--- config.mk ---
export PLATFORM = sky130hd
export DESIGN_NAME = wdw_top
export DESIGN_NICKNAME = d
export VERILOG_FILES = /design/src/wdw_pkg.sv /design/src/wdw_top.sv
export VERILOG_INCLUDE_DIRS = /design/src /design/src/src
export SDC_FILE = /design/constraint.sdc
export NUM_CORES = 1
export LEC_CHECK = 0
export BUFFER_PORTS_ARGS = -buffer_cell sky130_fd_sc_hd__buf_2
export CAP_MARGIN = 15
export CORE_ASPECT_RATIO = 2
export CORE_MARGIN = 1
export CORE_UTILIZATION = 51
export CTS_CLUSTER_DIAMETER = 30
export DETAILED_ROUTE_END_ITERATION = 16
export PLACE_DENSITY = 0.76
export SYNTH_ARGS = -nofsm -noshare
export SYNTH_HDL_FRONTEND = slang
export SYNTH_SLANG_ARGS = --single-unit
--- constraint.sdc ---
create_clock -name aclk -period 2.3 [get_ports aclk]
set_input_delay 0.69 -clock aclk [delete_from_list [all_inputs] [get_ports aclk]]
set_output_delay 0.69 -clock aclk [all_outputs]
set_load 0.02 [all_outputs]
--- src/wdw_map.svh ---
// Overview of operation
// - count register reads live 16-bit counter, ignores writes, resets to 0x1000.
// - settings register resets to 0x0069.
// - settings bit 10 gates the timeout interrupt onto the interrupt output.
// - with bit 9 set, refresh above lower bound triggers the timeout action.
// - mode bit 0 selects free-running; counter wraps around at 0x1000.
// - mode bit 1 counts from the load value down to zero.
// - prescale bits 3:2 divide the source clock by 1, 16, 256, 4096.
// - bit 1 low makes a timeout reset; high makes an interrupt.
// - freeze bit 0 low keeps counting during hibernate.
// - freeze bit 1 holds the count in hibernate, resumes without reload.
// - writing 0xCCCC to refresh reloads, restarts, clears pending interrupt; reads zero.
// - any other refresh value triggers the timeout action at once.
// - lock flag bit 4 sets once software sets the enable bit.
// - flag bits 6, 3, 2, 1 show lower bound, settings, load, refresh writes pending.
// - flag bit 0 sets on timeout interrupt and stays until cleared.
// - only a refresh write clears the pending flag, not a flag write.
// - counter and timeout run from the 32 kHz low-frequency oscillator.
// - enable bit write-protects settings until the next reset.
// - load value resets to 0x1000 and is the reload start point with mode bit 1.
`ifndef WDW_MAP_SVH
`define WDW_MAP_SVH

`define WDW_ADDR_LOAD      32'h40004000
`define WDW_ADDR_COUNT     32'h40004004
`define WDW_ADDR_SETTINGS  32'h40004008
`define WDW_ADDR_REFRESH   32'h4000400c
`define WDW_ADDR_FLAGS     32'h40004018
`define WDW_ADDR_LOWER     32'h4000401c

`define WDW_RST_LOAD       16'h1000
`define WDW_RST_COUNT      16'h1000
`define WDW_RST_SETTINGS   16'h0069
`define WDW_RST_LOWER      16'h0800
`define WDW_WRAP_VALUE     16'h1000
`define WDW_REFRESH_KEY    16'hcccc
`define WDW_SETTINGS_MASK  16'h076f

`define WDW_BIT_IRQ_EN     10
`define WDW_BIT_WINDOW     9
`define WDW_BIT_MODE       6
`define WDW_BIT_ENABLE     5
`define WDW_PRE_HI         3
`define WDW_PRE_LO         2
`define WDW_BIT_ACTION     1
`define WDW_BIT_FREEZE     0

`define WDW_FLG_LOWER      6
`define WDW_FLG_LOCK       4
`define WDW_FLG_SETTINGS   3
`define WDW_FLG_LOAD       2
`define WDW_FLG_REFRESH    1
`define WDW_FLG_PENDING    0

`define WDW_DIV_1          12'h000
`define WDW_DIV_16         12'h00f
`define WDW_DIV_256        12'h0ff
`define WDW_DIV_4096       12'hfff

`define WDW_RESP_OKAY      2'b00
`define WDW_RESP_DECERR    2'b11

`endif

--- src/wdw_pkg.sv ---
package wdw_pkg;

  typedef enum logic [2:0]
  {
    WDW_REG_LOAD     = 3'b000,
    WDW_REG_COUNT    = 3'b001,
    WDW_REG_SETTINGS = 3'b010,
    WDW_REG_REFRESH  = 3'b011,
    WDW_REG_FLAGS    = 3'b100,
    WDW_REG_LOWER    = 3'b101,
    WDW_REG_NONE     = 3'b111
  } wdw_reg_t;

endpackage

--- src/wdw_top.sv ---
`include "wdw_map.svh"

module wdw_top
  import wdw_pkg::*;
(
  input  wire logic        aclk,
  input  wire logic        aresetn,
  input  wire logic [31:0] s_axi_awaddr,
  input  wire logic        s_axi_awvalid,
  output logic             s_axi_awready,
  input  wire logic [31:0] s_axi_wdata,
  input  wire logic [3:0]  s_axi_wstrb,
  input  wire logic        s_axi_wvalid,
  output logic             s_axi_wready,
  output logic [1:0]       s_axi_bresp,
  output logic             s_axi_bvalid,
  input  wire logic        s_axi_bready,
  input  wire logic [31:0] s_axi_araddr,
  input  wire logic        s_axi_arvalid,
  output logic             s_axi_arready,
  output logic [31:0]      s_axi_rdata,
  output logic [1:0]       s_axi_rresp,
  output logic             s_axi_rvalid,
  input  wire logic        s_axi_rready,
  input  wire logic        lf_osc,
  input  wire logic        hibernate,
  output logic             wdog_reset_req,
  output logic             wdog_irq
);

  function automatic wdw_reg_t wdw_decode(input logic [31:0] addr);
    case (addr)
      `WDW_ADDR_LOAD:     wdw_decode = WDW_REG_LOAD;
      `WDW_ADDR_COUNT:    wdw_decode = WDW_REG_COUNT;
      `WDW_ADDR_SETTINGS: wdw_decode = WDW_REG_SETTINGS;
      `WDW_ADDR_REFRESH:  wdw_decode = WDW_REG_REFRESH;
      `WDW_ADDR_FLAGS:    wdw_decode = WDW_REG_FLAGS;
      `WDW_ADDR_LOWER:    wdw_decode = WDW_REG_LOWER;
      default:            wdw_decode = WDW_REG_NONE;
    endcase
  endfunction

  function automatic logic [15:0] wdw_merge(input logic [15:0] old, input logic [31:0] data,
                                            input logic [3:0] strb);
    wdw_merge = {strb[1] ? data[15:8] : old[15:8], strb[0] ? data[7:0] : old[7:0]};
  endfunction

  function automatic logic [11:0] wdw_div_limit(input logic [1:0] sel);
    case (sel)
      2'b00:   wdw_div_limit = `WDW_DIV_1;
      2'b01:   wdw_div_limit = `WDW_DIV_16;
      2'b10:   wdw_div_limit = `WDW_DIV_256;
      default: wdw_div_limit = `WDW_DIV_4096;
    endcase
  endfunction

  // bus side state
  logic [31:0] aw_addr_r;
  logic        aw_have_r;
  logic [31:0] w_data_r;
  logic [3:0]  w_strb_r;
  logic        w_have_r;
  logic        wr_go;
  wdw_reg_t    wr_sel;
  logic [15:0] wr_val;
  // shadow values waiting for the slow domain
  logic [15:0] load_sh_r;
  logic [15:0] lower_sh_r;
  logic [15:0] settings_sh_r;
  logic        load_busy_r;
  logic        lower_busy_r;
  logic        settings_busy_r;
  logic        refresh_busy_r;
  // active timer state
  logic [15:0] load_r;
  logic [15:0] lower_r;
  logic [15:0] settings_r;
  logic [15:0] count_r;
  logic [11:0] pre_r;
  logic        lock_r;
  logic        pending_r;
  logic        lf_prev_r;
  logic        lf_tick;
  logic        pre_tick;
  logic        counting;
  logic        zero_tmo;
  logic        window_tmo;
  logic        key_bad;
  logic        tmo_evt;
  logic [15:0] reload_val;
  logic [15:0] flags;

  assign wr_go  = aw_have_r && w_have_r && !s_axi_bvalid;
  assign wr_sel = wdw_decode(aw_addr_r);
  assign wr_val = wdw_merge(16'h0000, w_data_r, w_strb_r);

  // write address and data taken in either order
  always_ff @(posedge aclk)
  begin
    if (!aresetn)
    begin
      aw_have_r     <= 1'b0;
      aw_addr_r     <= 32'h0000_0000;
      s_axi_awready <= 1'b1;
    end
    else if (s_axi_awvalid && s_axi_awready)
    begin
      aw_have_r     <= 1'b1;
      aw_addr_r     <= s_axi_awaddr;
      s_axi_awready <= 1'b0;
    end
    else if (s_axi_bvalid && s_axi_bready)
    begin
      aw_have_r     <= 1'b0;
      s_axi_awready <= 1'b1;
    end
  end

  always_ff @(posedge aclk)
  begin
    if (!aresetn)
    begin
      w_have_r     <= 1'b0;
      w_data_r     <= 32'h0000_0000;
      w_strb_r     <= 4'h0;
      s_axi_wready <= 1'b1;
    end
    else if (s_axi_wvalid && s_axi_wready)
    begin
      w_have_r     <= 1'b1;
      w_data_r     <= s_axi_wdata;
      w_strb_r     <= s_axi_wstrb;
      s_axi_wready <= 1'b0;
    end
    else if (s_axi_bvalid && s_axi_bready)
    begin
      w_have_r     <= 1'b0;
      s_axi_wready <= 1'b1;
    end
  end

  always_ff @(posedge aclk)
  begin
    if (!aresetn)
    begin
      s_axi_bvalid <= 1'b0;
      s_axi_bresp  <= `WDW_RESP_OKAY;
    end
    else if (wr_go)
    begin
      s_axi_bvalid <= 1'b1;
      s_axi_bresp  <= (wr_sel == WDW_REG_NONE) ? `WDW_RESP_DECERR : `WDW_RESP_OKAY;
    end
    else if (s_axi_bready)
      s_axi_bvalid <= 1'b0;
  end

  // read channel
  always_ff @(posedge aclk)
  begin
    if (!aresetn)
    begin
      s_axi_arready <= 1'b1;
      s_axi_rvalid  <= 1'b0;
      s_axi_rdata   <= 32'h0000_0000;
      s_axi_rresp   <= `WDW_RESP_OKAY;
    end
    else if (s_axi_arvalid && s_axi_arready)
    begin
      s_axi_arready <= 1'b0;
      s_axi_rvalid  <= 1'b1;
      s_axi_rresp   <= `WDW_RESP_OKAY;
      case (wdw_decode(s_axi_araddr))
        WDW_REG_LOAD:     s_axi_rdata <= {16'h0000, load_r};
        WDW_REG_COUNT:    s_axi_rdata <= {16'h0000, count_r};
        WDW_REG_SETTINGS: s_axi_rdata <= {16'h0000, settings_r};
        WDW_REG_REFRESH:  s_axi_rdata <= 32'h0000_0000;
        WDW_REG_FLAGS:    s_axi_rdata <= {16'h0000, flags};
        WDW_REG_LOWER:    s_axi_rdata <= {16'h0000, lower_r};
        default:
        begin
          s_axi_rdata <= 32'h0000_0000;
          s_axi_rresp <= `WDW_RESP_DECERR;
        end
      endcase
    end
    else if (s_axi_rvalid && s_axi_rready)
    begin
      s_axi_rvalid  <= 1'b0;
      s_axi_arready <= 1'b1;
    end
  end

  // slow oscillator sampled as a plain synchronous input
  always_ff @(posedge aclk)
  begin
    if (!aresetn)
      lf_prev_r <= 1'b0;
    else
      lf_prev_r <= lf_osc;
  end
  assign lf_tick = lf_osc && !lf_prev_r;
  // shadow writes wait for the next slow edge, as the real cells live there
  always_ff @(posedge aclk)
  begin
    if (!aresetn)
    begin
      load_sh_r   <= `WDW_RST_LOAD;
      load_busy_r <= 1'b0;
    end
    else if (wr_go && wr_sel == WDW_REG_LOAD)
    begin
      load_sh_r   <= wdw_merge(load_sh_r, w_data_r, w_strb_r);
      load_busy_r <= 1'b1;
    end
    else if (lf_tick)
      load_busy_r <= 1'b0;
  end

  always_ff @(posedge aclk)
  begin
    if (!aresetn)
    begin
      lower_sh_r   <= `WDW_RST_LOWER;
      lower_busy_r <= 1'b0;
    end
    else if (wr_go && wr_sel == WDW_REG_LOWER)
    begin
      lower_sh_r   <= wdw_merge(lower_sh_r, w_data_r, w_strb_r);
      lower_busy_r <= 1'b1;
    end
    else if (lf_tick)
      lower_busy_r <= 1'b0;
  end

  // once locked, settings writes are dropped without raising the busy flag
  always_ff @(posedge aclk)
  begin
    if (!aresetn)
    begin
      settings_sh_r   <= `WDW_RST_SETTINGS;
      settings_busy_r <= 1'b0;
    end
    else if (wr_go && wr_sel == WDW_REG_SETTINGS && !lock_r)
    begin
      settings_sh_r   <= wdw_merge(settings_sh_r, w_data_r, w_strb_r) & `WDW_SETTINGS_MASK;
      settings_busy_r <= 1'b1;
    end
    else if (lf_tick)
      settings_busy_r <= 1'b0;
  end

  // a bad key acts at once and never sets the busy flag
  assign key_bad = wr_go && wr_sel == WDW_REG_REFRESH && wr_val != `WDW_REFRESH_KEY;

  always_ff @(posedge aclk)
  begin
    if (!aresetn)
      refresh_busy_r <= 1'b0;
    else if (wr_go && wr_sel == WDW_REG_REFRESH && wr_val == `WDW_REFRESH_KEY)
      refresh_busy_r <= 1'b1;
    else if (lf_tick)
      refresh_busy_r <= 1'b0;
  end

  // active values move over on a slow edge
  always_ff @(posedge aclk)
  begin
    if (!aresetn)
    begin
      load_r     <= `WDW_RST_LOAD;
      lower_r    <= `WDW_RST_LOWER;
      settings_r <= `WDW_RST_SETTINGS;
    end
    else if (lf_tick)
    begin
      if (load_busy_r)
        load_r <= load_sh_r;
      if (lower_busy_r)
        lower_r <= lower_sh_r;
      if (settings_busy_r)
        settings_r <= settings_sh_r;
    end
  end

  // lock is sticky; only aresetn drops it
  always_ff @(posedge aclk)
  begin
    if (!aresetn)
      lock_r <= 1'b0;
    else if (lf_tick && settings_busy_r && settings_sh_r[`WDW_BIT_ENABLE])
      lock_r <= 1'b1;
  end

  assign counting = settings_r[`WDW_BIT_ENABLE] && !(hibernate && settings_r[`WDW_BIT_FREEZE]);
  assign pre_tick = lf_tick && counting && pre_r >= wdw_div_limit(settings_r[`WDW_PRE_HI:`WDW_PRE_LO]);
  assign reload_val = settings_r[`WDW_BIT_MODE] ? load_r : `WDW_WRAP_VALUE;

  // prescaler holds still while frozen, so the phase survives hibernate
  always_ff @(posedge aclk)
  begin
    if (!aresetn)
      pre_r <= 12'h000;
    else if (lf_tick && refresh_busy_r)
      pre_r <= 12'h000;
    else if (pre_tick)
      pre_r <= 12'h000;
    else if (lf_tick && counting)
      pre_r <= pre_r + 12'h001;
  end

  assign zero_tmo   = pre_tick && !refresh_busy_r && count_r == 16'h0000;
  assign window_tmo = lf_tick && refresh_busy_r && settings_r[`WDW_BIT_WINDOW] && count_r > lower_r;
  assign tmo_evt    = zero_tmo || window_tmo || key_bad;

  always_ff @(posedge aclk)
  begin
    if (!aresetn)
      count_r <= `WDW_RST_COUNT;
    else if (lf_tick && refresh_busy_r)
      count_r <= reload_val;
    else if (pre_tick)
    begin
      if (count_r == 16'h0000)
        count_r <= reload_val;
      else
        count_r <= count_r - 16'h0001;
    end
  end

  // timeout action; a new timeout beats a refresh clear in the same cycle
  always_ff @(posedge aclk)
  begin
    if (!aresetn)
      pending_r <= 1'b0;
    else if (tmo_evt && settings_r[`WDW_BIT_ACTION])
      pending_r <= 1'b1;
    else if (lf_tick && refresh_busy_r)
      pending_r <= 1'b0;
  end

  // held until the system reset it requests comes back on aresetn
  always_ff @(posedge aclk)
  begin
    if (!aresetn)
      wdog_reset_req <= 1'b0;
    else if (tmo_evt && !settings_r[`WDW_BIT_ACTION])
      wdog_reset_req <= 1'b1;
  end

  always_ff @(posedge aclk)
  begin
    if (!aresetn)
      wdog_irq <= 1'b0;
    else
      wdog_irq <= pending_r && settings_r[`WDW_BIT_IRQ_EN];
  end

  always_comb
  begin
    flags = 16'h0000;
    flags[`WDW_FLG_LOWER]    = lower_busy_r;
    flags[`WDW_FLG_LOCK]     = lock_r;
    flags[`WDW_FLG_SETTINGS] = settings_busy_r;
    flags[`WDW_FLG_LOAD]     = load_busy_r;
    flags[`WDW_FLG_REFRESH]  = refresh_busy_r;
    flags[`WDW_FLG_PENDING]  = pending_r;
  end

endmodule

Word level (Yosys, flattened, before mapping)
Index checks and enable logic that the tools add are counted.
{ "totals": {"inputBits": 109, "out_inout_bits": 43, "ff_bits": 212, "word_cells": 158} }
{ "classes": {"reduce_logical": 62, "mux": 33, "n_bitwise": 1, "magnitude_cmp": 2, "n_addsub": 2, "eq_ne": 25} }
{ "op_table": {"columns": ["operator", "count"], "rows": [
  ["32-bit by 31-bit == test with 1-bit output (second input constant)", 12],
  ["16-bit case mux with 5 select lines", 1],
  ["16-bit 2-to-1 mux", 4],
  ["12-bit case mux with 3 select lines", 1],
  ["3-bit case mux with 6 select lines", 2],
  ["1-bit logical AND", 29],
  ["2-bit nonzero test", 10],
  ["1-bit 2-to-1 mux", 19],
  ["2-bit AND reduction", 9],
  ["16-bit == test (second input constant)", 1],
  ["16-bit greater-than comparator", 1],
  ["16-bit logical NOT", 1],
  ["8-bit 2-to-1 mux", 2],
  ["16-bit inequality test (second input constant)", 1],
  ["16-bit by 1-bit subtractor with 16-bit output (second input constant)", 1],
  ["12-bit by 1-bit adder with 12-bit output (second input constant)", 1],
  ["3-bit by 2-bit == test with 1-bit output (second input constant)", 4],
  ["3-bit == test (second input constant)", 4],
  ["12-bit >= comparator", 1],
  ["1-bit logical NOT", 6],
  ["3-bit logical NOT", 2],
  ["3-bit 2-to-1 mux", 2],
  ["6-bit OR reduction", 1],
  ["2-bit 2-to-1 mux", 2],
  ["7 further kinds", 8]
]} }

Logic depth before layout (Yosys ltp)
Gate-level depths: netlist (run 1).
{ "logic_depth": {"ltp_word": 11, "depth_mapped": 10, "ltp_nobuf": 9} }

Least setup slack after synthesis (run 1)
Ideal clock, no wire load.
{ "synth_timing": {"path_kind": "reg-to-reg", "startpoint": "reg settings_r[2]", "endpoint": "reg count_r[4]", "setup_ns": 0.087, "required_ns": 2.213, "t_arrival_ns": 2.256, "path_stages_with_launch": 11, "path_slack_ns": -0.043, "synth_period_minus_slack_ns": 2.343, "n_path_buf": 1, "cell_sequence": "dfxtp_1 > or2_2 > inv_1 > ha_1 > a211oi_1 > o21ai_0 > a2111oi_2 > o21a_1 > buf_2 > o211ai_1 > o31ai_1"} }
{ "synth_via": {"elab_chain_len": 5, "word_cells_on_any_way": 7, "cone_classes": "order compare: 1; eq/ne: 2; mux: 1; reduce/logical: 3"} }
{ "synth_lines": {"columns": ["element", "line_no", "text"], "rows": [
  ["start, declared", "wdw_top.sv:77", "logic [15:0] settings_r;"],
  ["start signal, assigned", "wdw_top.sv:273", "settings_r <= `WDW_RST_SETTINGS;"],
  ["start signal, assigned", "wdw_top.sv:282", "settings_r <= settings_sh_r;"],
  ["2-bit == test (tied with other cells)", "wdw_top.sv:49", "case (sel)"],
  ["12-bit case mux with 3 select lines (*)", "wdw_top.sv:49", null],
  ["12-bit >= comparator (*)", "wdw_top.sv:296", "assign pre_tick = lf_tick && counting && pre_r >= wdw_div_limit(settings_r[`WDW_PRE_HI:`WDW_PRE_LO]);"],
  ["1-bit logical AND (*)", "wdw_top.sv:296", null],
  ["2-bit nonzero test (no line) (*)", null, null],
  ["end signal, assigned", "wdw_top.sv:319", "count_r <= `WDW_RST_COUNT;"],
  ["end signal, assigned", "wdw_top.sv:321", "count_r <= reload_val;"],
  ["end signal, assigned", "wdw_top.sv:325", "count_r <= reload_val;"],
  ["end, declared", "wdw_top.sv:78", "logic [15:0] count_r;"]
]} }
Every way passes the cells marked *; elsewhere a longest branch is shown, timed or not.
A chain may end at the register's enable or synchronous reset.

Worst setup path in the final report (run 1)
{ "layout_timing": {"startpoint": "reg settings_r[2]", "endpoint": "reg pre_r[11]"} }
{ "layout_via": {"elab_chain_len": 5, "word_cells_on_any_way": 7, "cone_classes": "order compare: 1; eq/ne: 2; mux: 1; reduce/logical: 3"} }
{ "layout_lines": {"columns": ["element", "line_no", "text"], "rows": [
  ["2-bit == test (tied with other cells)", "wdw_top.sv:49", null],
  ["12-bit case mux with 3 select lines (*)", "wdw_top.sv:49", null],
  ["12-bit >= comparator (*)", "wdw_top.sv:296", null],
  ["1-bit logical AND (*)", "wdw_top.sv:296", null],
  ["3-bit OR reduction (no line) (*)", null, null],
  ["end signal, assigned", "wdw_top.sv:309", "pre_r <= pre_r + 12'h001;"],
  ["end, declared", "wdw_top.sv:79", "logic [11:0] pre_r;"]
]} }
Marks and branches as above.

==> results.toml, run 1 <==
[status]
outcome = "finished with violations"
failed_checks = "negative setup slack"

[yosys]
post_synth_num_cell_types = 68
postSynthRegisterBits = 194
syn_inst = 1077
post_synth_arst_share = 0
synth_flop_cell = "sky130_fd_sc_hd__dfxtp_1"
synthesis.area_um2 = 8865
synth_enable_flop_cells = 0
synth_warnings = 0
synth.avg_cell_area_um2 = 8.231
part_of_the_yosys_area_used_for_sequential_elements = 0.4381

[worst_hold_path]
min_path_cells = 2
worst_case_hold_path_end_point = "aw_addr_r[25]$_SDFFE_PN0P_"
min_path_type = "reg2reg"
hold_path_startpoint = "aw_addr_r[25]$_SDFFE_PN0P_"

[floorplanning]
chipWidth_um = 95.23
core.rowCount = 67
num_io_pins = 152
start_util = 0.5261
floorplan.core_area_um2 = 16850
fp.dieArea_um2 = 17950
fp.dieH_um = 188.5

[worst_setup_path]
reg2reg_from = "settings_r[2]$_SDFFE_PN0P_"
crit_path_max_incr_delay_ns = 0.34
crit_path_end_kind = "flip-flop"
critical_path_peak_fanout = 6
path_common_cell = "sky130_fd_sc_hd__buf_6"
reg2reg_setup_slack_ns = -0.05
critical-path-top-delay-family = "compound AO/OA/AOI/OAI gates"
critical_path_class = "reg2reg"
r2r.worst_path.cells = 12
worstPathArrival_ns = 2.72
start_kind = "flip-flop"
crit_slowest_cell = "sky130_fd_sc_hd__a2111oi_2"
req_time_crit_path_ns = 2.67
crit_path_cell_trace = "or2_4 -> inv_4 -> ha_4 -> o211ai_1 -> nor2_1 -> a2111oi_2 -> buf_4 -> o21a_4 -> buf_6 -> nand2_2 -> buf_6 -> a21oi_1"
critical_path.n_buffers_inverters = 4
critical_path.reg2reg.endpoint = "pre_r[11]$_SDFFE_PP0P_"

[finish]
regArea_um2 = 3887
fillers = 1423
areaGrowthSynthToFinish_pct = 24.25
multiInputGateArea_um2 = 4750
fin_nets = 1386
final_layout_size_suffix_gt1_frac = 0.2367
final-instance-count-excl-fill = 1467
final_core_util = 0.6537
layout.cell_area.non_filler_um2 = 11010

[clock_network]
clock-sinks = 194
cts-htree-levels = 4
clk_transition_reported_paths_ns = 0.07
worst_skew_pair.late_latency_ns = 0.43
clock_path_buffers = 2
hold_buffers = 0
cts_tree = "yes"
cts_root_buffer = "sky130_fd_sc_hd__clkbuf_16"
cts_made_buffers = 17

[route]
route.final.wire_length_mm = 25.73
wire_per_inst_um = 17.54
post_drt_via_cell_ratio = 5.768
route.vias.total = 8462
drt_pre_antenna_iters = 7
drc_markers = 0
ant_nets = 0
drt_first_iter_violations = 421

[sta]
fin_worst_skew_ns = 0.01003
slew-limit-headroom = 0.2563
final.setup.worst_slack_ns = -0.04996
max_clock_freq_ghz = 0.4255
layout_worst_path_cycle_share = 1.022
unrepaired_setup_endpoints_after_global_routing = "yes"
post-route-min-period_ns = 2.350
max_slew.worst_pin.slew_ns = 1.111
hold-worst-slack_ns = 0.4551
hold_viol_final = 0
setup_violations = 20
drv_slew = 0

[run]
max_cap_check_violation_count = 0

[pwr]
p_leak_uw = 0.004703
peakVddDrop_uv = 500.6
power-per-cell-area_nw_per_um2 = 624.9

[place]
routabilityCongestion = 0.9387
port_buffers = 117
dpl.hpwl_mm = 18.35
pre_cts_ws_ns = -0.1511
dpl.cell_count = 1422
post_dp_cell_area_um2 = 10020

[grt]
vias_in_the_first_global_route = 8348
grt_overflow = 0
grt_use_total = 0.2996
grt_first_pass_wirelength_mm = 41.21
pin_count_of_the_biggest_net_entering_global_routing = 144
grt_antenna_before_repair = 1
[synthesized netlist by cell type, drive strengths merged (7+ instances only)]
| cell | instances | area [µm²] |
|---|---|---|
| nand2 | 247 | 927.1 |
| dfxtp | 194 | 3884 |
| a21oi | 146 | 730.7 |
| nor2 | 72 | 270.3 |
| clkbuf | 41 | 153.9 |
| buf | 34 | 235.2 |
| mux2i | 33 | 330.3 |
| nand3 | 33 | 170.2 |
| ha | 31 | 387.9 |
| inv | 27 | 101.3 |
| o21ai | 26 | 133.9 |
| nor4 | 22 | 210.2 |
| a22oi | 20 | 150.1 |
| nand4 | 15 | 100.1 |
| nor3 | 13 | 65.06 |
| xor2 | 12 | 105.1 |
| a22o | 10 | 87.58 |
| and2 | 10 | 63.81 |
| o211ai | 7 | 52.55 |
[metal layers]
layer	up-vias	global-route usage	routed length, µm	share of wire
met4	0	0.2302	2037	0.079
met3	125	0.04641	1223	0.048
met5	-	0	0	0
li1	4084	-	-	-
met1	3909	0.3086	8955	0.35
met2	344	0.5228	13510	0.53
[report_power, final]
part	total (µW)	switching [µW]	internal (µW)
Clock	2930	1460	1470
Sequential	3490	63.0	3420
Combinational	466	289	177
[cell families (layout without fill, tap and decap cells)]
logic type,Yosys count,count (layout),share of synthesized area
AOI/OAI and AO/OA,252,252,0.1726
xor gates and xnor gates,13,13,0.01284
adders and majority gates,31,31,0.04375
buffers and inverters,103,270,0.05632
DFF,194,194,0.4381
muxes,33,33,0.03726
other,1,17,0.0004230
and+or+nand+nor,450,450,0.2387
[worst register-to-register path, cell delays in order, from the launching register on]
cell and delay, ns:
sky130_fd_sc_hd__dfxtp_2 0.33, sky130_fd_sc_hd__or2_4 0.27, sky130_fd_sc_hd__inv_4 0.09, sky130_fd_sc_hd__ha_4 0.19, sky130_fd_sc_hd__o211ai_1 0.15, sky130_fd_sc_hd__nor2_1 0.08, sky130_fd_sc_hd__a2111oi_2 0.34, sky130_fd_sc_hd__buf_4 0.19
sky130_fd_sc_hd__o21a_4 0.17, sky130_fd_sc_hd__buf_6 0.12, sky130_fd_sc_hd__nand2_2 0.07, sky130_fd_sc_hd__buf_6 0.18, sky130_fd_sc_hd__a21oi_1 0.11
[flip-flops by register name (all words and copies together) (netlist names), 2 cells and up]
signal,cells
lower_r,16
s_axi_rdata,16
w_strb_r,2
aw_addr_r,32
lower_sh_r,16
settings_sh_r,9
load_r,16
settings_r,9
count_r,16
load_sh_r,16
w_data_r,16
pre_r,12
[layout by cell type (no fill, tap or decap), drive strengths merged, types with 22 or more instances in the layout]
cell type / Yosys / final
nand2: 247 / 247
buf: 34 / 211
dfxtp: 194 / 194
a21oi: 146 / 146
nor2: 72 / 72
inv: 27 / 37
mux2i: 33 / 33
nand3: 33 / 33
ha: 31 / 31
o21ai: 26 / 26
nor4: 22 / 22
[layout make-up]
cell class	instances	share of cell area
Multi-Input combinational cell	795	0.4312
Tap cell	207	0.02351
Sequential cell	194	0.3529
Timing Repair Buffer	211	0.1289
Clock buffer	17	0.03862
Antenna cell	1	0.0002272
Clock inverter	15	0.01488
Inverter	27	0.009656
[repair_timing]
action | in CTS | in global routing
gates resized for setup | 30 | 36
setup buffers | 4 | 4
pin swaps | 18 | 14
setup endpoints to repair | 38 | 42
cloned | 3 | 1
[stage by stage]
stage / TNS (ns) / power, µW
2_1_floorplan: 0 / 3842
3_3_place_gp: -2.244 / 4008
3_5_place_dp: -3.954 / 4018
4_1_cts: -0.7555 / 6924
5_1_grt: -2.367 / 7125
6_report: -0.4214 / 6883
[worst max path at each step]
stage	slack, ns	start	end	cells after the start
2_1_floorplan	0.03	settings_r[2]$_SDFFE_PN0P_	count_r[4]$_SDFFE_PN0P_	10
3_3_place_gp	-0.12	settings_r[2]$_SDFFE_PN0P_	count_r[12]$_SDFFE_PN1P_	10
3_5_place_dp	-0.15	settings_r[2]$_SDFFE_PN0P_	count_r[12]$_SDFFE_PN1P_	10
4_1_cts	-0.06	settings_r[3]$_SDFFE_PN1P_	pre_r[11]$_SDFFE_PP0P_	12
5_1_grt	-0.11	settings_r[3]$_SDFFE_PN1P_	pre_r[5]$_SDFFE_PP0P_	12
6_report	-0.05	settings_r[2]$_SDFFE_PN0P_	pre_r[11]$_SDFFE_PP0P_	12
(Power assumes the default switching activity.)
==> inputs of run 2 (changes only) <==
- ABC_AREA: default -> 1
- GPL_ROUTABILITY_DRIVEN: default -> 0
==> run 2 against run 1 <==
Effect of this change: clock power rose by 4%; non-clock buffer count fell by 65; cell count rose by 9.7%; sequential cell count did not move; register-to-register slack improved by 0.27 ns; largest cell class unchanged; first-iteration DRC count fell by 21%; the flow now finishes without violations; sequential power rose by 1%.
==> results.toml, run 2 <==
[yosys]
synth.top_cell.area_share = 0.4205
synth.top_cells.by_count = "sky130_fd_sc_hd__nand2_1 (271), sky130_fd_sc_hd__dfxtp_1 (194), sky130_fd_sc_hd__nor2_1 (172)"
synth.largest_area_cell = "sky130_fd_sc_hd__dfxtp_1"
synth_warnings = 0
syn_inst = 1269
synth_most_common_cell = "sky130_fd_sc_hd__nand2_1"
synthesis.area_um2 = 9236
part_of_the_yosys_area_used_for_sequential_elements = 0.4205
post_synth_num_cell_types = 48
synth_enable_flop_cells = 0
synth.avg_cell_area_um2 = 7.278
postSynthRegisterBits = 194
post_synth_arst_share = 0
synth_top_cells_by_area = "sky130_fd_sc_hd__dfxtp_1 (42%), sky130_fd_sc_hd__nand2_1 (11%), sky130_fd_sc_hd__nor2_1 (7.0%)"
synth_flop_cell = "sky130_fd_sc_hd__dfxtp_1"

[floorplanning]
chipWidth_um = 97.16
core.rowCount = 69
fp.dieH_um = 192.3
fp.dieArea_um2 = 18690
start_util = 0.5193
floorplan.core_area_um2 = 17780
num_io_pins = 152

[sta]
fin_worst_skew_ns = 0.009571
slew-limit-headroom = 0.5389
unrepaired_setup_endpoints_after_global_routing = "no"
setup_violations = 0
drv_slew = 0
post-route-min-period_ns = 2.077
hold_viol_final = 0
max_slew.worst_pin.slew_ns = 0.6917
final.setup.worst_slack_ns = 0.2232
layout_worst_path_cycle_share = 0.9030
setup_total_negative_slack_ns = 0
max_clock_freq_ghz = 0.4815

[clock_network]
cts_tree = "yes"
clock-sinks = 194
cts-htree-levels = 4
cts_made_buffers = 17
worst_skew_pair.late_latency_ns = 0.43
cts_root_buffer = "sky130_fd_sc_hd__clkbuf_16"
clk_transition_reported_paths_ns = 0.07
clock_path_buffers = 2

[finish]
final_layout_size_suffix_gt1_frac = 0.1719
antennaDiodeCount = 0
layout.cells.most_common_list = "sky130_fd_sc_hd__nand2_1 (268), sky130_fd_sc_hd__dfxtp_1 (192), sky130_fd_sc_hd__nor2_1 (171)"
max_flop_register = "aw_addr_r"
fin_nets = 1523
final-instance-count-excl-fill = 1609
largest_register_ffs = 32
layout.cells.most_common = "sky130_fd_sc_hd__nand2_1"
final_core_util = 0.6003
areaGrowthSynthToFinish_pct = 15.58

[grt]
grt_overflow = 0
pin_count_of_the_biggest_net_entering_global_routing = 65
vias_in_the_first_global_route = 8325
grt_first_pass_wirelength_mm = 38.68
grt_antenna_before_repair = 0
grt_use_total = 0.2627

[worst_setup_path]
reg2reg_setup_slack_ns = 0.22
req_time_crit_path_ns = 2.66
critical_path_peak_fanout = 22
crit_slowest_cell = "sky130_fd_sc_hd__dfxtp_2"
crit_path_max_incr_delay_ns = 0.39
start_kind = "flip-flop"
critical_path.n_buffers_inverters = 2
critical_path_class = "reg2reg"
critical-path-top-delay-family = "simple AND/OR/NAND/NOR gates"
crit_path_end_kind = "flip-flop"
crit_path_cell_trace = "nand2_2 -> ha_1 -> a21o_1 -> nor2_1 -> nand4_1 -> nand2_1 -> nand2_2 -> inv_2 -> nand2_1 -> buf_12 -> nor3b_1"
worstPathArrival_ns = 2.43

[pwr]
power-per-cell-area_nw_per_um2 = 662.0
peakVddDrop_uv = 555.6
p_leak_uw = 0.004643

[route]
drt_first_iter_violations = 334
wire_per_inst_um = 14.98
drt_pre_antenna_iters = 8
route.vias.total = 8540
post_drt_via_cell_ratio = 5.308
ant_nets = 0
drc_markers = 0
route.final.wire_length_mm = 24.10

[place]
dpl.hpwl_mm = 18.59
pre_cts_ws_ns = 0.04152
dpl.cell_count = 1577
port_buffers = 117

[worst_hold_path]
min_path_type = "reg2reg"

[run]
max_cap_check_violation_count = 0

[status]
outcome = "finished clean"
## run 2: cell types whose count changed after synthesis, moves of 17 or more
cell                      change
sky130_fd_sc_hd__nand2_1     +24
sky130_fd_sc_hd__a21oi_1     -24
sky130_fd_sc_hd__o21ai_0     +78
sky130_fd_sc_hd__inv_2       +17
sky130_fd_sc_hd__nand3_1     +20
sky130_fd_sc_hd__mux2i_1     -33
sky130_fd_sc_hd__inv_1       +67
sky130_fd_sc_hd__nor2_1     +100
## run 2: cells by family (layout without fill, tap and decap cells)
group | after synthesis | count (layout) | synth area share
flip-flops | 194 | 194 | 0.4205
adder cells (fa/ha/maj) | 31 | 31 | 0.04199
AND/OR/NAND/NOR | 570 | 570 | 0.2768
XOR/XNOR | 17 | 17 | 0.01612
AO/OA/AOI/OAI | 274 | 274 | 0.1588
buffers and inverters | 182 | 294 | 0.08548
other | 1 | 16 | 0.0004060
## run 2: path summary, 6_finish.rpt
kind | startpoint | end | depth (start not counted)
worst max-delay path | settings_r[3]$_SDFFE_PN1P_ | pre_r[2]$_SDFFE_PP0P_ | 11
worst max register to register | settings_r[3]$_SDFFE_PN1P_ | pre_r[2]$_SDFFE_PP0P_ | 11
worst min register to register | aw_addr_r[14]$_SDFFE_PN0P_ | aw_addr_r[14]$_SDFFE_PN0P_ | 2
worst min-delay path | aw_addr_r[14]$_SDFFE_PN0P_ | aw_addr_r[14]$_SDFFE_PN0P_ | 2
## run 2: layout make-up
class,instances,area (µm²)
fill,1681,7109
multi-input combinational,908,4634
sequential,194,3886
timing repair buffer,146,832.0
inverter,116,447.9
clock buffer,19,432.9
tap,213,266.5
clock inverter,13,175.2
## run 2: what timing repair did
action	4_1_cts	5_1_grt
setup buffers	0	0
hold buffers	0	0
setup endpoints to repair	0	15
resized for setup	0	8
## run 2: layer usage
| metal | up-vias | GRT usage | part of all wire |
|---|---|---|---|
| met5 | - | 0 | 0 |
| met4 | 0 | 0.2308 | 0.084 |
| met3 | 99 | 0.04201 | 0.035 |
| met2 | 262 | 0.5024 | 0.53 |
| met1 | 3830 | 0.2343 | 0.35 |
| li1 | 4349 | - | - |
## run 2: stage by stage
step	hold WS, ns	instance area (µm²)	total power, µW
2_1_floorplan	0.4196	9293	3923
3_3_place_gp	0.4317	10050	4082
3_5_place_dp	0.4399	10050	4094
4_1_cts	0.4498	10650	7109
5_1_grt	0.4720	10680	7321
6_report	0.4497	10680	7067
## run 2: worst min-delay path: stages (launching register included)
cell and delay, ns:
sky130_fd_sc_hd__dfxtp_1 0.31, sky130_fd_sc_hd__inv_2 0.05, sky130_fd_sc_hd__a21oi_1 0.05
## run 2: report_power, final
group	switching, µW	total [µW]	internal, µW
logic	315	489	174
registers	78.9	3530	3450
clock network	1320	3050	1740
total	1710	7070	5360
==> inputs of run 3 (changes only) <==
- ABC_AREA: 1 -> default
- CTS_CLUSTER_SIZE: default -> 10
==> run 3 against run 2 <==
Effect of this change: the run now ends with negative setup slack left; via count down 0.76%; core utilization up 5.2 points; die area down 4.0%; largest power group unchanged; design area up 3.0%; sequential share of layout area down 1.1 points; cell count down 8.9%; combinational power down 4%; clock skew up 0.0040 ns; critical path depth up 1; non-clock buffer count up 64.
==> results.toml, run 3 (synthesis results as in run 1) <==
[status]
outcome = "finished with violations"
failed_checks = "negative setup slack"

[grt]
vias_in_the_first_global_route = 8326
grt_use_total = 0.3032
grt_overflow = 0
pin_count_of_the_biggest_net_entering_global_routing = 144
grt_antenna_before_repair = 2
grt_first_pass_wirelength_mm = 41.44

[route]
drt_first_iter_violations = 570
ant_nets = 0
post_drt_via_cell_ratio = 5.785
drc_markers = 0
route.final.wire_length_mm = 25.86
route.vias.total = 8475
drt_pre_antenna_iters = 5
wire_per_inst_um = 17.65

[place]
dpl.cell_count = 1422
dpl.hpwl_mm = 18.18
pre_cts_ws_ns = -0.1750
port_buffers = 117

[pwr]
p_leak_uw = 0.004666
power-per-cell-area_nw_per_um2 = 634.9
peakVddDrop_uv = 599.9

[finish]
antennaDiodeCount = 0
final_layout_size_suffix_gt1_frac = 0.2369
max_flop_register = "aw_addr_r"
final-instance-count-excl-fill = 1465
areaGrowthSynthToFinish_pct = 24.05
layout.cells.most_common_list = "sky130_fd_sc_hd__nand2_1 (245), sky130_fd_sc_hd__dfxtp_1 (192), sky130_fd_sc_hd__a21oi_1 (140)"
multiInputGateArea_um2 = 4735
layout.cells.most_common = "sky130_fd_sc_hd__nand2_1"
fillers = 1382
regArea_um2 = 3886
largest_register_ffs = 32
fin_nets = 1385

[floorplanning]
core.rowCount = 67
start_util = 0.5261
fp.dieArea_um2 = 17950
fp.dieH_um = 188.5
chipWidth_um = 95.23
floorplan.core_area_um2 = 16850
num_io_pins = 152

[sta]
max_clock_freq_ghz = 0.4082
max_slew.worst_pin.slew_ns = 1.096
slew-limit-headroom = 0.2669
hold_viol_final = 0
final.setup.worst_slack_ns = -0.1500
setup_violations = 30
unrepaired_setup_endpoints_after_global_routing = "yes"
drv_slew = 0
fin_worst_skew_ns = 0.01356
post-route-min-period_ns = 2.450
layout_worst_path_cycle_share = 1.065

[worst_setup_path]
reg2reg_setup_slack_ns = -0.15
req_time_crit_path_ns = 2.62
worstPathArrival_ns = 2.77
critical_path_class = "reg2reg"
start_kind = "flip-flop"
crit_path_end_kind = "flip-flop"
critical_path_peak_fanout = 8

[clock_network]
clock_path_buffers = 2
hold_buffers = 0
cts_tree = "yes"
clock-sinks = 194
clk_transition_reported_paths_ns = 0.07
worst_skew_pair.late_latency_ns = 0.44
cts_made_buffers = 17
cts_root_buffer = "sky130_fd_sc_hd__clkbuf_16"
cts-htree-levels = 4

[worst_hold_path]
min_path_type = "reg2reg"

[run]
max_cap_check_violation_count = 0
## run 3: critical path: stages (launching register included)
cell,delay (ns)
sky130_fd_sc_hd__dfxtp_2,0.32
sky130_fd_sc_hd__or2_4,0.26
sky130_fd_sc_hd__inv_4,0.08
sky130_fd_sc_hd__ha_4,0.21
sky130_fd_sc_hd__a211oi_2,0.26
sky130_fd_sc_hd__o21ai_1,0.14
sky130_fd_sc_hd__a2111oi_2,0.32
sky130_fd_sc_hd__buf_4,0.18
sky130_fd_sc_hd__buf_4,0.11
sky130_fd_sc_hd__o21ai_1,0.08
sky130_fd_sc_hd__buf_6,0.17
sky130_fd_sc_hd__o21ai_0,0.15
sky130_fd_sc_hd__nor2_1,0.07
## run 3: worst paths after layout
check	end	start	cells after the start
worst max-delay path	count_r[14]$_SDFFE_PN0P_	settings_r[2]$_SDFFE_PN0P_	12
worst min register to register	aw_addr_r[28]$_SDFFE_PN0P_	aw_addr_r[28]$_SDFFE_PN0P_	2
worst max register to register	count_r[14]$_SDFFE_PN0P_	settings_r[2]$_SDFFE_PN0P_	12
worst min-delay path	aw_addr_r[28]$_SDFFE_PN0P_	aw_addr_r[28]$_SDFFE_PN0P_	2
## run 3: timing repair
item | 4_1_cts | 5_1_grt
cloned | 4 | 0
gates resized for setup | 42 | 25
endpoints found under the setup margin | 30 | 76
pin swaps | 26 | 12
buffers inserted | 7 | 1
## run 3: where the power goes
part	internal (µW)	switching [µW]
logic	179	289
registers	3430	65.0
clock network	1670	1360
total	5270	1710
## run 3: routing by layer
| metal | GRT usage | up-vias | share of wire |
|---|---|---|---|
| li1 | - | 4074 | - |
| met1 | 0.3057 | 3878 | 0.34 |
| met2 | 0.5228 | 384 | 0.52 |
| met3 | 0.06618 | 139 | 0.056 |
| met4 | 0.2331 | 0 | 0.084 |
| met5 | 0 | - | 0 |
## run 3: cell type report
type | instances | share of cell area
Clock buffer | 18 | 0.03994
Clock inverter | 14 | 0.01536
Inverter | 27 | 0.009671
Multi-Input combinational cell | 795 | 0.4305
Sequential cell | 194 | 0.3534
Tap cell | 207 | 0.02355
Timing Repair Buffer | 210 | 0.1275
## run 3: through the flow
| stage | util | total power (µW) | setup TNS, ns | hold slack (ns) | instance area [µm²] |
|---|---|---|---|---|---|
| global placement | 0.5941 | 4008 | -1.636 | 0.4394 | 10010 |
| finish | 0.6526 | 6982 | -3.187 | 0.4537 | 11000 |
| CTS | 0.6461 | 6999 | -2.011 | 0.4555 | 10890 |
| detailed placement | 0.5941 | 4018 | -4.584 | 0.4454 | 10010 |
| floorplan | - | 3842 | 0 | 0.4312 | 8921 |
| global route | 0.6526 | 7226 | -5.769 | 0.4750 | 11000 |
